[config.mk]
export PLATFORM = sky130hd
export DESIGN_NAME = special_function_register_map
export DESIGN_NICKNAME = d
export VERILOG_FILES = /design/src/hw/sfr_map_pkg.sv /design/src/hw/special_function_register_map.sv
export SDC_FILE = /design/constraint.sdc
export NUM_CORES = 2
export LEC_CHECK = 0
export BUFFER_PORTS_ARGS = -buffer_cell sky130_fd_sc_hd__buf_2
export CAP_MARGIN = 20
export CELL_PAD_IN_SITES_DETAIL_PLACEMENT = 0
export CELL_PAD_IN_SITES_GLOBAL_PLACEMENT = 1
export CORE_MARGIN = 5
export CORE_UTILIZATION = 52
export CTS_CLUSTER_DIAMETER = 50
export DETAILED_ROUTE_END_ITERATION = 8
export HOLD_SLACK_MARGIN = 0.08
export PLACE_DENSITY = 0.77
export SLEW_MARGIN = 0
export SYNTH_ARGS = -nofsm -noshare
export SYNTH_HDL_FRONTEND = slang
export SYNTH_SLANG_ARGS = --single-unit
[constraint.sdc]
create_clock -name clk -period 5.7 [get_ports clk]
set_input_delay 1.425 -clock clk [delete_from_list [all_inputs] [get_ports clk]]
set_output_delay 1.425 -clock clk [all_outputs]
set_load 0.05 [all_outputs]
[src/hw/sfr_map_pkg.sv]
package sfr_map_pkg;

    // ------------------------------------------------------------------
    // sizes
    // ------------------------------------------------------------------
    localparam int NUM_PERIPH = 32;
    localparam int GPR_DEPTH  = 128;

    // ------------------------------------------------------------------
    // offsets in a bank; core ones decoded with the bank bits ignored, ports and timer0 by bank
    // ------------------------------------------------------------------
    localparam logic [6:0] OFS_INDIRECT_DATA_PORT = 7'h00;
    localparam logic [6:0] OFS_TIMER0_COUNT       = 7'h01;
    localparam logic [6:0] OFS_PC_LOW_BYTE        = 7'h02;
    localparam logic [6:0] OFS_CORE_STATUS        = 7'h03;
    localparam logic [6:0] OFS_INDIRECT_POINTER   = 7'h04;
    localparam logic [6:0] OFS_PORT_A             = 7'h05;
    localparam logic [6:0] OFS_PORT_B             = 7'h06;
    localparam logic [6:0] OFS_PORT_C             = 7'h07;
    localparam logic [6:0] OFS_PC_HIGH_LATCH      = 7'h0a;
    localparam logic [6:0] OFS_INTERRUPT_CONTROL  = 7'h0b;

    // ------------------------------------------------------------------
    // general purpose ram windows
    // ------------------------------------------------------------------
    localparam logic [6:0] GPR_LOW_START    = 7'h20;
    localparam logic [6:0] GPR_HIGH_END     = 7'h3f;
    localparam logic [6:0] GPR_SHARED_START = 7'h70;
    localparam logic [6:0] GPR_HIGH_ADD     = 7'h40;

    // ------------------------------------------------------------------
    // status fields and reset values
    // ------------------------------------------------------------------
    localparam int         STATUS_IRP_BIT   = 7;
    localparam int         STATUS_BANK_HI   = 6;
    localparam int         STATUS_BANK_LO   = 5;
    localparam logic [7:0] STATUS_WR_MASK   = 8'he7;
    localparam logic [7:0] STATUS_RST       = 8'h18;
    localparam logic [4:0] PC_HIGH_RST      = 5'h00;
    localparam logic [7:0] PC_LOW_RST       = 8'h00;
    localparam logic [7:0] INTERRUPT_CONTROL_RST       = 8'h00;
    localparam logic [7:0] POINTER_RST      = 8'h00;
    localparam logic [5:0] PORT_A_DIR_RST   = 6'h3f;
    localparam logic [7:0] PORT_B_DIR_RST   = 8'hff;
    localparam logic [7:0] PORT_C_DIR_RST   = 8'hff;
    localparam logic [7:0] LATCH_RST        = 8'h00;
    localparam logic [7:0] GPR_RST          = 8'h00;

    // ------------------------------------------------------------------
    // peripheral registers: full 9-bit address, implemented bits, reset
    // ------------------------------------------------------------------
    localparam logic [8:0] PERIPH_OFS [NUM_PERIPH] = '{
        9'h001, 9'h00c, 9'h00d, 9'h00e, 9'h00f, 9'h010, 9'h011, 9'h012,
        9'h013, 9'h014, 9'h015, 9'h016, 9'h017, 9'h01e, 9'h01f, 9'h081,
        9'h08c, 9'h08d, 9'h08e, 9'h091, 9'h092, 9'h093, 9'h094, 9'h09e,
        9'h09f, 9'h10c, 9'h10d, 9'h10e, 9'h10f, 9'h18c, 9'h18e, 9'h18f};
    localparam logic [7:0] PERIPH_MASK [NUM_PERIPH] = '{
        8'hff, 8'hff, 8'h59, 8'hff, 8'hff, 8'h3f, 8'hff, 8'h7f,
        8'hff, 8'hff, 8'hff, 8'hff, 8'h3f, 8'hff, 8'hfd, 8'hff,
        8'hff, 8'h59, 8'h03, 8'hff, 8'hff, 8'hff, 8'hff, 8'hff,
        8'h8f, 8'hff, 8'hff, 8'hff, 8'hff, 8'h8f, 8'hff, 8'hff};
    localparam logic [7:0] PERIPH_RST [NUM_PERIPH] = '{
        8'h00, 8'h00, 8'h00, 8'h00, 8'h00, 8'h00, 8'h00, 8'h00,
        8'h00, 8'h00, 8'h00, 8'h00, 8'h00, 8'h00, 8'h00, 8'hff,
        8'h00, 8'h00, 8'h00, 8'h00, 8'hff, 8'h00, 8'h00, 8'h00,
        8'h00, 8'h00, 8'h00, 8'h00, 8'h00, 8'h00, 8'h00, 8'h00};

endpackage : sfr_map_pkg

[src/hw/special_function_register_map.sv]
// Operation
// - status bank bits pick one of four banks for direct addressing.
// - indirect data location acts on the address held in the pointer.
// - writing counter low byte loads counter bits 12:8 from high latch.
// - core registers answer at the same offset in every bank.
// - unimplemented locations and bits read as zero.
// - port writes go to the output latch; port reads return pin levels.
// - reset sets every implemented direction bit, making all pins inputs.
`timescale 1ns/10ps

module special_function_register_map (
    input  wire logic        clk,
    input  wire logic        srst,
    input  wire logic [6:0]  file_addr,
    input  wire logic        rd_en,
    input  wire logic        wr_en,
    input  wire logic [7:0]  wr_data,
    output logic      [7:0]  rd_data,
    input  wire logic        pc_step,
    output logic      [12:0] pc_out,
    output logic      [7:0]  interrupt_control,
    input  wire logic [5:0]  port_a_in,
    output logic      [5:0]  port_a_out,
    output logic      [5:0]  port_a_oe,
    input  wire logic [7:0]  port_b_in,
    output logic      [7:0]  port_b_out,
    output logic      [7:0]  port_b_oe,
    input  wire logic [7:0]  port_c_in,
    output logic      [7:0]  port_c_out,
    output logic      [7:0]  port_c_oe
);

    // ------------------------------------------------------------------
    // state
    // ------------------------------------------------------------------
    logic [7:0]  status_r;
    logic [7:0]  pointer_r;
    logic [4:0]  pc_high_r;
    logic [12:0] pc_r;
    logic [7:0]  interrupt_control_r;
    logic [5:0]  port_a_latch_r;
    logic [7:0]  port_b_latch_r;
    logic [7:0]  port_c_latch_r;
    logic [5:0]  port_a_dir_r;
    logic [7:0]  port_b_dir_r;
    logic [7:0]  port_c_dir_r;
    logic [7:0]  rd_data_r;
    logic [7:0]  gpr_r [sfr_map_pkg::GPR_DEPTH];
    logic [7:0]  periph_r [sfr_map_pkg::NUM_PERIPH];
    logic [5:0]  pin_a_s1_r;
    logic [5:0]  pin_a_s2_r;
    logic [7:0]  pin_b_s1_r;
    logic [7:0]  pin_b_s2_r;
    logic [7:0]  pin_c_s1_r;
    logic [7:0]  pin_c_s2_r;

    // ------------------------------------------------------------------
    // address formation
    // ------------------------------------------------------------------
    logic        via_pointer;
    logic [8:0]  acc_addr;
    logic [6:0]  off;
    logic        odd_bank;
    logic        fold;
    logic [8:0]  key;
    logic        self_ind;
    logic        we;

    assign via_pointer = (file_addr == sfr_map_pkg::OFS_INDIRECT_DATA_PORT);
    assign acc_addr = via_pointer
        ? {status_r[sfr_map_pkg::STATUS_IRP_BIT], pointer_r}
        : {status_r[sfr_map_pkg::STATUS_BANK_HI:
                    sfr_map_pkg::STATUS_BANK_LO], file_addr};
    assign off      = acc_addr[6:0];
    assign odd_bank = acc_addr[7];
    // timer0, option and port b pairs repeat two banks up
    assign fold = (off == sfr_map_pkg::OFS_TIMER0_COUNT)
               || (off == sfr_map_pkg::OFS_PORT_B);
    assign key  = fold ? {1'b0, acc_addr[7:0]} : acc_addr;
    // the pointer aimed at the indirect location itself reads zero
    assign self_ind = (off == sfr_map_pkg::OFS_INDIRECT_DATA_PORT);
    assign we       = wr_en && !self_ind;

    // ------------------------------------------------------------------
    // core decode, bank ignored; port and direction decode uses the bank
    // ------------------------------------------------------------------
    logic hit_pcl;
    logic hit_status;
    logic hit_pointer;
    logic hit_pch;
    logic hit_interrupt_control;
    logic hit_port_a;
    logic hit_port_b;
    logic hit_port_c;
    logic hit_dir_a;
    logic hit_dir_b;
    logic hit_dir_c;

    assign hit_pcl     = (off == sfr_map_pkg::OFS_PC_LOW_BYTE);
    assign hit_status  = (off == sfr_map_pkg::OFS_CORE_STATUS);
    assign hit_pointer = (off == sfr_map_pkg::OFS_INDIRECT_POINTER);
    assign hit_pch     = (off == sfr_map_pkg::OFS_PC_HIGH_LATCH);
    assign hit_interrupt_control  = (off == sfr_map_pkg::OFS_INTERRUPT_CONTROL);
    assign hit_port_a  = (key == {2'b00, sfr_map_pkg::OFS_PORT_A});
    assign hit_port_b  = (key == {2'b00, sfr_map_pkg::OFS_PORT_B});
    assign hit_port_c  = (key == {2'b00, sfr_map_pkg::OFS_PORT_C});
    assign hit_dir_a   = (key == {2'b01, sfr_map_pkg::OFS_PORT_A});
    assign hit_dir_b   = (key == {2'b01, sfr_map_pkg::OFS_PORT_B});
    assign hit_dir_c   = (key == {2'b01, sfr_map_pkg::OFS_PORT_C});

    // ------------------------------------------------------------------
    // general purpose ram: banks 2 and 3 reach the ram of banks 0 and 1
    // ------------------------------------------------------------------
    logic       gpr_low;
    logic       gpr_shared;
    logic       gpr_high;
    logic       gpr_hit;
    logic [6:0] gpr_idx;

    assign gpr_low    = !odd_bank && (off >= sfr_map_pkg::GPR_LOW_START);
    assign gpr_shared = odd_bank && (off >= sfr_map_pkg::GPR_SHARED_START);
    assign gpr_high   = odd_bank && (off >= sfr_map_pkg::GPR_LOW_START)
                     && (off <= sfr_map_pkg::GPR_HIGH_END);
    assign gpr_hit    = gpr_low || gpr_shared || gpr_high;
    assign gpr_idx    = gpr_high ? off + sfr_map_pkg::GPR_HIGH_ADD
                                 : off - sfr_map_pkg::GPR_LOW_START;

    always_ff @(posedge clk) begin
        if (srst) begin
            for (int i = 0; i < sfr_map_pkg::GPR_DEPTH; i++) begin
                gpr_r[i] <= sfr_map_pkg::GPR_RST;
            end
        end else if (we && gpr_hit) begin
            gpr_r[gpr_idx] <= wr_data;
        end
    end

    // ------------------------------------------------------------------
    // peripheral registers: plain storage, unimplemented bits masked
    // ------------------------------------------------------------------
    logic [sfr_map_pkg::NUM_PERIPH-1:0] periph_hit;
    logic [7:0] periph_view [sfr_map_pkg::NUM_PERIPH];

    for (genvar g = 0; g < sfr_map_pkg::NUM_PERIPH; g++) begin : g_periph
        assign periph_hit[g]  = (key == sfr_map_pkg::PERIPH_OFS[g]);
        assign periph_view[g] = periph_hit[g] ? periph_r[g] : 8'h00;
        always_ff @(posedge clk) begin
            if (srst) begin
                periph_r[g] <= sfr_map_pkg::PERIPH_RST[g];
            end else if (we && periph_hit[g]) begin
                periph_r[g] <= wr_data & sfr_map_pkg::PERIPH_MASK[g];
            end
        end
    end

    logic [7:0] periph_rd;

    always_comb begin
        periph_rd = 8'h00;
        for (int i = 0; i < sfr_map_pkg::NUM_PERIPH; i++) begin
            periph_rd = periph_rd | periph_view[i];
        end
    end

    // ------------------------------------------------------------------
    // core registers
    // ------------------------------------------------------------------
    logic [7:0] status_nxt;

    // power-down and time-out bits are not writable by software
    assign status_nxt = (wr_data & sfr_map_pkg::STATUS_WR_MASK)
                      | (status_r & ~sfr_map_pkg::STATUS_WR_MASK);

    always_ff @(posedge clk) begin
        if (srst) begin
            status_r  <= sfr_map_pkg::STATUS_RST;
            pointer_r <= sfr_map_pkg::POINTER_RST;
            pc_high_r <= sfr_map_pkg::PC_HIGH_RST;
            interrupt_control_r  <= sfr_map_pkg::INTERRUPT_CONTROL_RST;
        end else begin
            if (we && hit_status) begin
                status_r <= status_nxt;
            end
            if (we && hit_pointer) begin
                pointer_r <= wr_data;
            end
            if (we && hit_pch) begin
                pc_high_r <= wr_data[4:0];
            end
            if (we && hit_interrupt_control) begin
                interrupt_control_r <= wr_data;
            end
        end
    end

    // a write to the low byte wins over a step in the same cycle
    always_ff @(posedge clk) begin
        if (srst) begin
            pc_r <= {sfr_map_pkg::PC_HIGH_RST, sfr_map_pkg::PC_LOW_RST};
        end else if (we && hit_pcl) begin
            pc_r <= {pc_high_r, wr_data};
        end else if (pc_step) begin
            pc_r <= pc_r + 13'h0001;
        end
    end

    // ------------------------------------------------------------------
    // ports: latches, directions and pin synchronisers
    // ------------------------------------------------------------------
    always_ff @(posedge clk) begin
        if (srst) begin
            port_a_latch_r <= sfr_map_pkg::LATCH_RST[5:0];
            port_b_latch_r <= sfr_map_pkg::LATCH_RST;
            port_c_latch_r <= sfr_map_pkg::LATCH_RST;
            port_a_dir_r   <= sfr_map_pkg::PORT_A_DIR_RST;
            port_b_dir_r   <= sfr_map_pkg::PORT_B_DIR_RST;
            port_c_dir_r   <= sfr_map_pkg::PORT_C_DIR_RST;
        end else begin
            if (we && hit_port_a) begin
                port_a_latch_r <= wr_data[5:0];
            end
            if (we && hit_port_b) begin
                port_b_latch_r <= wr_data;
            end
            if (we && hit_port_c) begin
                port_c_latch_r <= wr_data;
            end
            if (we && hit_dir_a) begin
                port_a_dir_r <= wr_data[5:0];
            end
            if (we && hit_dir_b) begin
                port_b_dir_r <= wr_data;
            end
            if (we && hit_dir_c) begin
                port_c_dir_r <= wr_data;
            end
        end
    end

    always_ff @(posedge clk) begin
        pin_a_s1_r <= port_a_in;
        pin_a_s2_r <= pin_a_s1_r;
        pin_b_s1_r <= port_b_in;
        pin_b_s2_r <= pin_b_s1_r;
        pin_c_s1_r <= port_c_in;
        pin_c_s2_r <= pin_c_s1_r;
    end

    // ------------------------------------------------------------------
    // read path: one cycle latency, holds between reads
    // ------------------------------------------------------------------
    logic [7:0] rd_nxt;

    always_comb begin
        rd_nxt = 8'h00;
        if (self_ind) begin
            rd_nxt = 8'h00;
        end else if (hit_pcl) begin
            rd_nxt = pc_r[7:0];
        end else if (hit_status) begin
            rd_nxt = status_r;
        end else if (hit_pointer) begin
            rd_nxt = pointer_r;
        end else if (hit_pch) begin
            rd_nxt = {3'b000, pc_high_r};
        end else if (hit_interrupt_control) begin
            rd_nxt = interrupt_control_r;
        end else if (hit_port_a) begin
            rd_nxt = {2'b00, pin_a_s2_r};
        end else if (hit_port_b) begin
            rd_nxt = pin_b_s2_r;
        end else if (hit_port_c) begin
            rd_nxt = pin_c_s2_r;
        end else if (hit_dir_a) begin
            rd_nxt = {2'b00, port_a_dir_r};
        end else if (hit_dir_b) begin
            rd_nxt = port_b_dir_r;
        end else if (hit_dir_c) begin
            rd_nxt = port_c_dir_r;
        end else if (gpr_hit) begin
            rd_nxt = gpr_r[gpr_idx];
        end else begin
            rd_nxt = periph_rd;
        end
    end

    always_ff @(posedge clk) begin
        if (srst) begin
            rd_data_r <= 8'h00;
        end else if (rd_en) begin
            rd_data_r <= rd_nxt;
        end
    end

    // ------------------------------------------------------------------
    // outputs
    // ------------------------------------------------------------------
    assign rd_data           = rd_data_r;
    assign pc_out            = pc_r;
    assign interrupt_control = interrupt_control_r;
    assign port_a_out        = port_a_latch_r;
    assign port_b_out        = port_b_latch_r;
    assign port_c_out        = port_c_latch_r;
    // a set direction bit makes the pin an input
    assign port_a_oe         = ~port_a_dir_r;
    assign port_b_oe         = ~port_b_dir_r;
    assign port_c_oe         = ~port_c_dir_r;

    // ------------------------------------------------------------------
    // checks
    // ------------------------------------------------------------------
    AST_BANK_SELECT: assert property (@(posedge clk) disable iff (srst)
        (wr_en && file_addr == 7'h05 && status_r[6:5] == 2'b01)
        |=> (port_a_oe == ~$past(wr_data[5:0])))
        else $error("bank 1 write did not reach port a direction");

    AST_INDIRECT: assert property (@(posedge clk) disable iff (srst)
        (wr_en && file_addr == 7'h00 && {status_r[7], pointer_r} == 9'h087)
        |=> (port_c_oe == ~$past(wr_data)))
        else $error("indirect write missed the pointed location");

    AST_PC_LOAD: assert property (@(posedge clk) disable iff (srst)
        (wr_en && hit_pcl && !self_ind)
        |=> (pc_out == {$past(pc_high_r), $past(wr_data)}))
        else $error("counter not loaded from high latch");

    AST_CORE_MIRROR: assert property (@(posedge clk) disable iff (srst)
        (rd_en && file_addr == 7'h03 && status_r[6:5] == 2'b11)
        |=> (rd_data == $past(status_r)))
        else $error("status not visible from bank 3");

    AST_UNIMPL_ZERO: assert property (@(posedge clk) disable iff (srst)
        (rd_en && file_addr == 7'h08) |=> (rd_data == 8'h00))
        else $error("unimplemented location read non-zero");

    AST_PIN_READ: assert property (@(posedge clk) disable iff (srst)
        (rd_en && file_addr == 7'h06 && status_r[5] == 1'b0)
        |=> (rd_data == $past(pin_b_s2_r)))
        else $error("port b read did not return pins");

    AST_LATCH_WRITE: assert property (@(posedge clk) disable iff (srst)
        (wr_en && file_addr == 7'h06 && status_r[6:5] == 2'b10)
        |=> (port_b_out == $past(wr_data)))
        else $error("port b write did not reach the latch");

    AST_DIR_RESET: assert property (@(posedge clk)
        srst |=> (port_a_oe == 6'h00 && port_b_oe == 8'h00
                  && port_c_oe == 8'h00))
        else $error("pins not inputs after reset");

    AST_LATCH_HIGH_ZERO: assert property (@(posedge clk)
        disable iff (srst)
        (rd_en && file_addr == 7'h0a) |=> (rd_data[7:5] == 3'b000))
        else $error("high latch upper bits read non-zero");

    AST_INTERRUPT_CONTROL_MIRROR: assert property (@(posedge clk) disable iff (srst)
        (wr_en && file_addr == 7'h0b)
        |=> (interrupt_control == $past(wr_data)))
        else $error("interrupt control write lost in some bank");

    AST_SELF_INDIRECT: assert property (@(posedge clk) disable iff (srst)
        (rd_en && file_addr == 7'h00 && pointer_r[6:0] == 7'h00)
        |=> (rd_data == 8'h00))
        else $error("indirect read of the indirect location non-zero");

    AST_PORT_A_TOP: assert property (@(posedge clk) disable iff (srst)
        (rd_en && file_addr == 7'h05 && status_r[6:5] == 2'b00)
        |=> (rd_data[7:6] == 2'b00))
        else $error("port a unimplemented bits read non-zero");

endmodule : special_function_register_map

==> metrics.yaml <==
final_layout:
  nNetsFinal: 5932
  layout_common_cells: "edfxtp_1 (1254), and3_1 (930), nand2_1 (751)"
  layout.cells.non_filler: 7675
  drive_above_1_share: 0.150
  area_growth_pct: 14.5
  largest_register_ffs: 1024
  top_register: "gpr_r"
  final_common_cell: "edfxtp_1"
drt:
  first_pass_iters: 8
  wl_um: 231000
  wl_per_cell_um: 30.0
  vias_per_cell: 6.53
  drcViolationCount: 0
  vias: 50100
  antenna_left: 0
  dr.first_iter.drc_count: 7080
clocking:
  htree_levels: 4
  clkLatencyLatePin_ns: 0.80
  clk_pin_slew_ns: 0.07
  clockBufferDepth: 3
  cts_setup_buffers: 0
  cts.sinks: 1390
  cts_root_buffer: "clkbuf_16"
  tritoncts: "built"
  cts.repair.resized: 0
  ctsHoldBuffers: 0
  cts_buffers: 160
synthesis:
  synth_edf_count: 1254
  synth_cell_types: 95
  ys_ff_latch: 1390
  ys_seq_area_frac: 0.613
  syn_area_per_cell_um2: 11.4
  ys_async_sr_fraction: 0
  synth_warnings: 0
  synth_flop_cell: "edfxtp_1"
  syn_inst: 5770
  synth_nets: 5816
  netlist_area_um2: 65900
worst_setup_path:
  critPathLaunchType: "input port"
  path_max_fanout: 48
  worstSetupStartpoint: "file_addr[5]"
  endpoint_kind: "flop"
  worstPathRequired_ns: 6.39
  r2r-start: "pointer_r[1]"
  critPathKind: "in2reg"
  arrival_ns: 5.88
die:
  die_area_um2: 134000
  die_y_um: 366
  die_w_um: 366
  pin_count: 115
  core_area_um2: 126000
  rows: 130
  initial_core_util: 0.524
timing:
  fmax_ghz: 0.193
  max_slew_margin: 0.224
  finClkSkew_ns: 0.0275
  worst_pin_slew_ns: 1.16
  hold_viol: 0
  rsz0062_at_grt: "false"
  setup_viol: 0
  fin_crit_ns: 5.19
  drv_slew: 0
  timing.final.crit_share: 0.910
  final.setup.tns_ns: 0
grt:
  grt_first_pass_wirelength_um: 334000
  antenna_found_initial: 9
  grt_overflow: 0
  grt_pass1_vias: 47600
  grt_max_degree: 108
  grt_use_total: 0.334
power_and_ir_drop:
  power_leakage_nw: 31.3
  powerDensity_nw_per_um2: 317
  ir_drop_v: 0.000372
hold_path:
  hold_class: "reg2reg"
  hp-start: "pin_c_s1_r[0]"
placed_design:
  dp_hpwl_um: 145000
  dp_cells: 7371
  port_buffers: 114
  place_congestion: 0.968
status:
  status: "finished, final reports clean"
run:
  drv_cap: 0
synth_stat cells, types with 7 or more instances:
master     number  area [um2]
nand3_1       224        1120
o21ai_0       149         746
a21o_1         10        75.1
o41ai_1         7        61.3
mux4_2         10         225
o221ai_1       68         596
o22ai_1        36         225
o31ai_1        13        97.6
nor4_1         23         144
clkbuf_1      472        1770
buf_2          72         360
buf_4          15         113
o2111ai_1      11        96.3
a311oi_1        7        61.3
nor3_1         31         155
xor2_1          7        61.3
nor2_1        167         627
and2_1        335        2100
or2_2          27         169
a31oi_1        37         231
a32o_1         10         100
and3_1        931        5820
a221oi_1       37         324
a22o_1         16         140
a221o_1        11         110
dfxtp_1       136        2720
a211oi_1       41         308
edfxtp_1     1254       37700
o32ai_1         8        70.1
buf_1          22        82.6
o211ai_1       41         308
mux2_2          8        90.1
nand4_1        42         263
mux2i_1       286        2860
a32oi_1        28         245
a22oi_1        42         315
inv_1          40         150
nand2_1       751        2820
or4_1           8        60.1
buf_6          10         113
a21oi_1       180         901
area by class of cell:
cell class,instances,area (um2)
Antenna cell,3,7.51
Clock buffer,204,4290
Clock inverter,94,983
Fill cell,10100,50300
Inverter,42,163
Multi-Input combinational cell,3744,23100
Sequential cell,1390,40400
Tap cell,1650,2060
Timing Repair Buffer,548,4410
power breakdown:
part           total [mW]  switching [mW]  internal (mW)
Clock                10.4            4.32           6.06
Sequential           11.6           0.128           11.4
Combinational        1.95            1.42          0.525
Total                23.9            5.87           18.0
per-layer routing:
layer,vias to the layer above,track usage,part of all wire
met5,-,0,0.000048
met4,2,0.136,0.046
met3,570,0.0669,0.10
met2,2960,0.517,0.45
met1,24900,0.467,0.40
li1,21700,-,-
worst paths after layout:
check                                     end  slack [ns]  cells after the start
worst min-delay path            pin_c_s2_r[0]        0.33                      0
worst min register to register  pin_c_s2_r[0]        0.33                      0
worst max-delay path               rd_data[1]        0.51                     15
worst max register to register     rd_data[0]        0.94                     12
stage by stage:
step / instance area, um2 / utilization / hold slack (ns) / setup slack, ns / power (mW)
global placement: 70100 / 0.558 / 0.313 / -0.0781 / 13.7
global route: 75400 / 0.600 / 0.331 / 0.516 / 24.5
finish: 75400 / 0.600 / 0.327 / 0.512 / 23.9
floorplan: 65900 / - / 0.310 / 0.686 / 12.7
detailed placement: 70100 / 0.558 / 0.312 / -0.139 / 13.7
CTS: 75400 / 0.600 / 0.326 / 0.696 / 23.9
logic make-up after synthesis:
kind of cell,after synthesis,share of synthesized area
AND/OR/NAND/NOR,2582,0.207
adder cells (fa/ha/maj),4,0.000760
XOR/XNOR,12,0.00160
multiplexers,305,0.0485
flip-flops,1390,0.613
buffers and inverters,636,0.0400
AO/OA/AOI/OAI,841,0.0892
critical path, stage by stage:
cell and delay [ns]:
buf_2 0.16, or4_1 0.54, buf_12 0.20, o31ai_4 0.26, buf_12 0.19, buf_12 0.28, mux2i_1 0.13, o221ai_1 0.58
nand4_1 0.27, a2111oi_1 0.68, buf_4 0.26, o22ai_1 0.17, o31a_1 0.28, buf_4 0.16, nor4_2 0.19
Power figures use the tool's default switching activity.
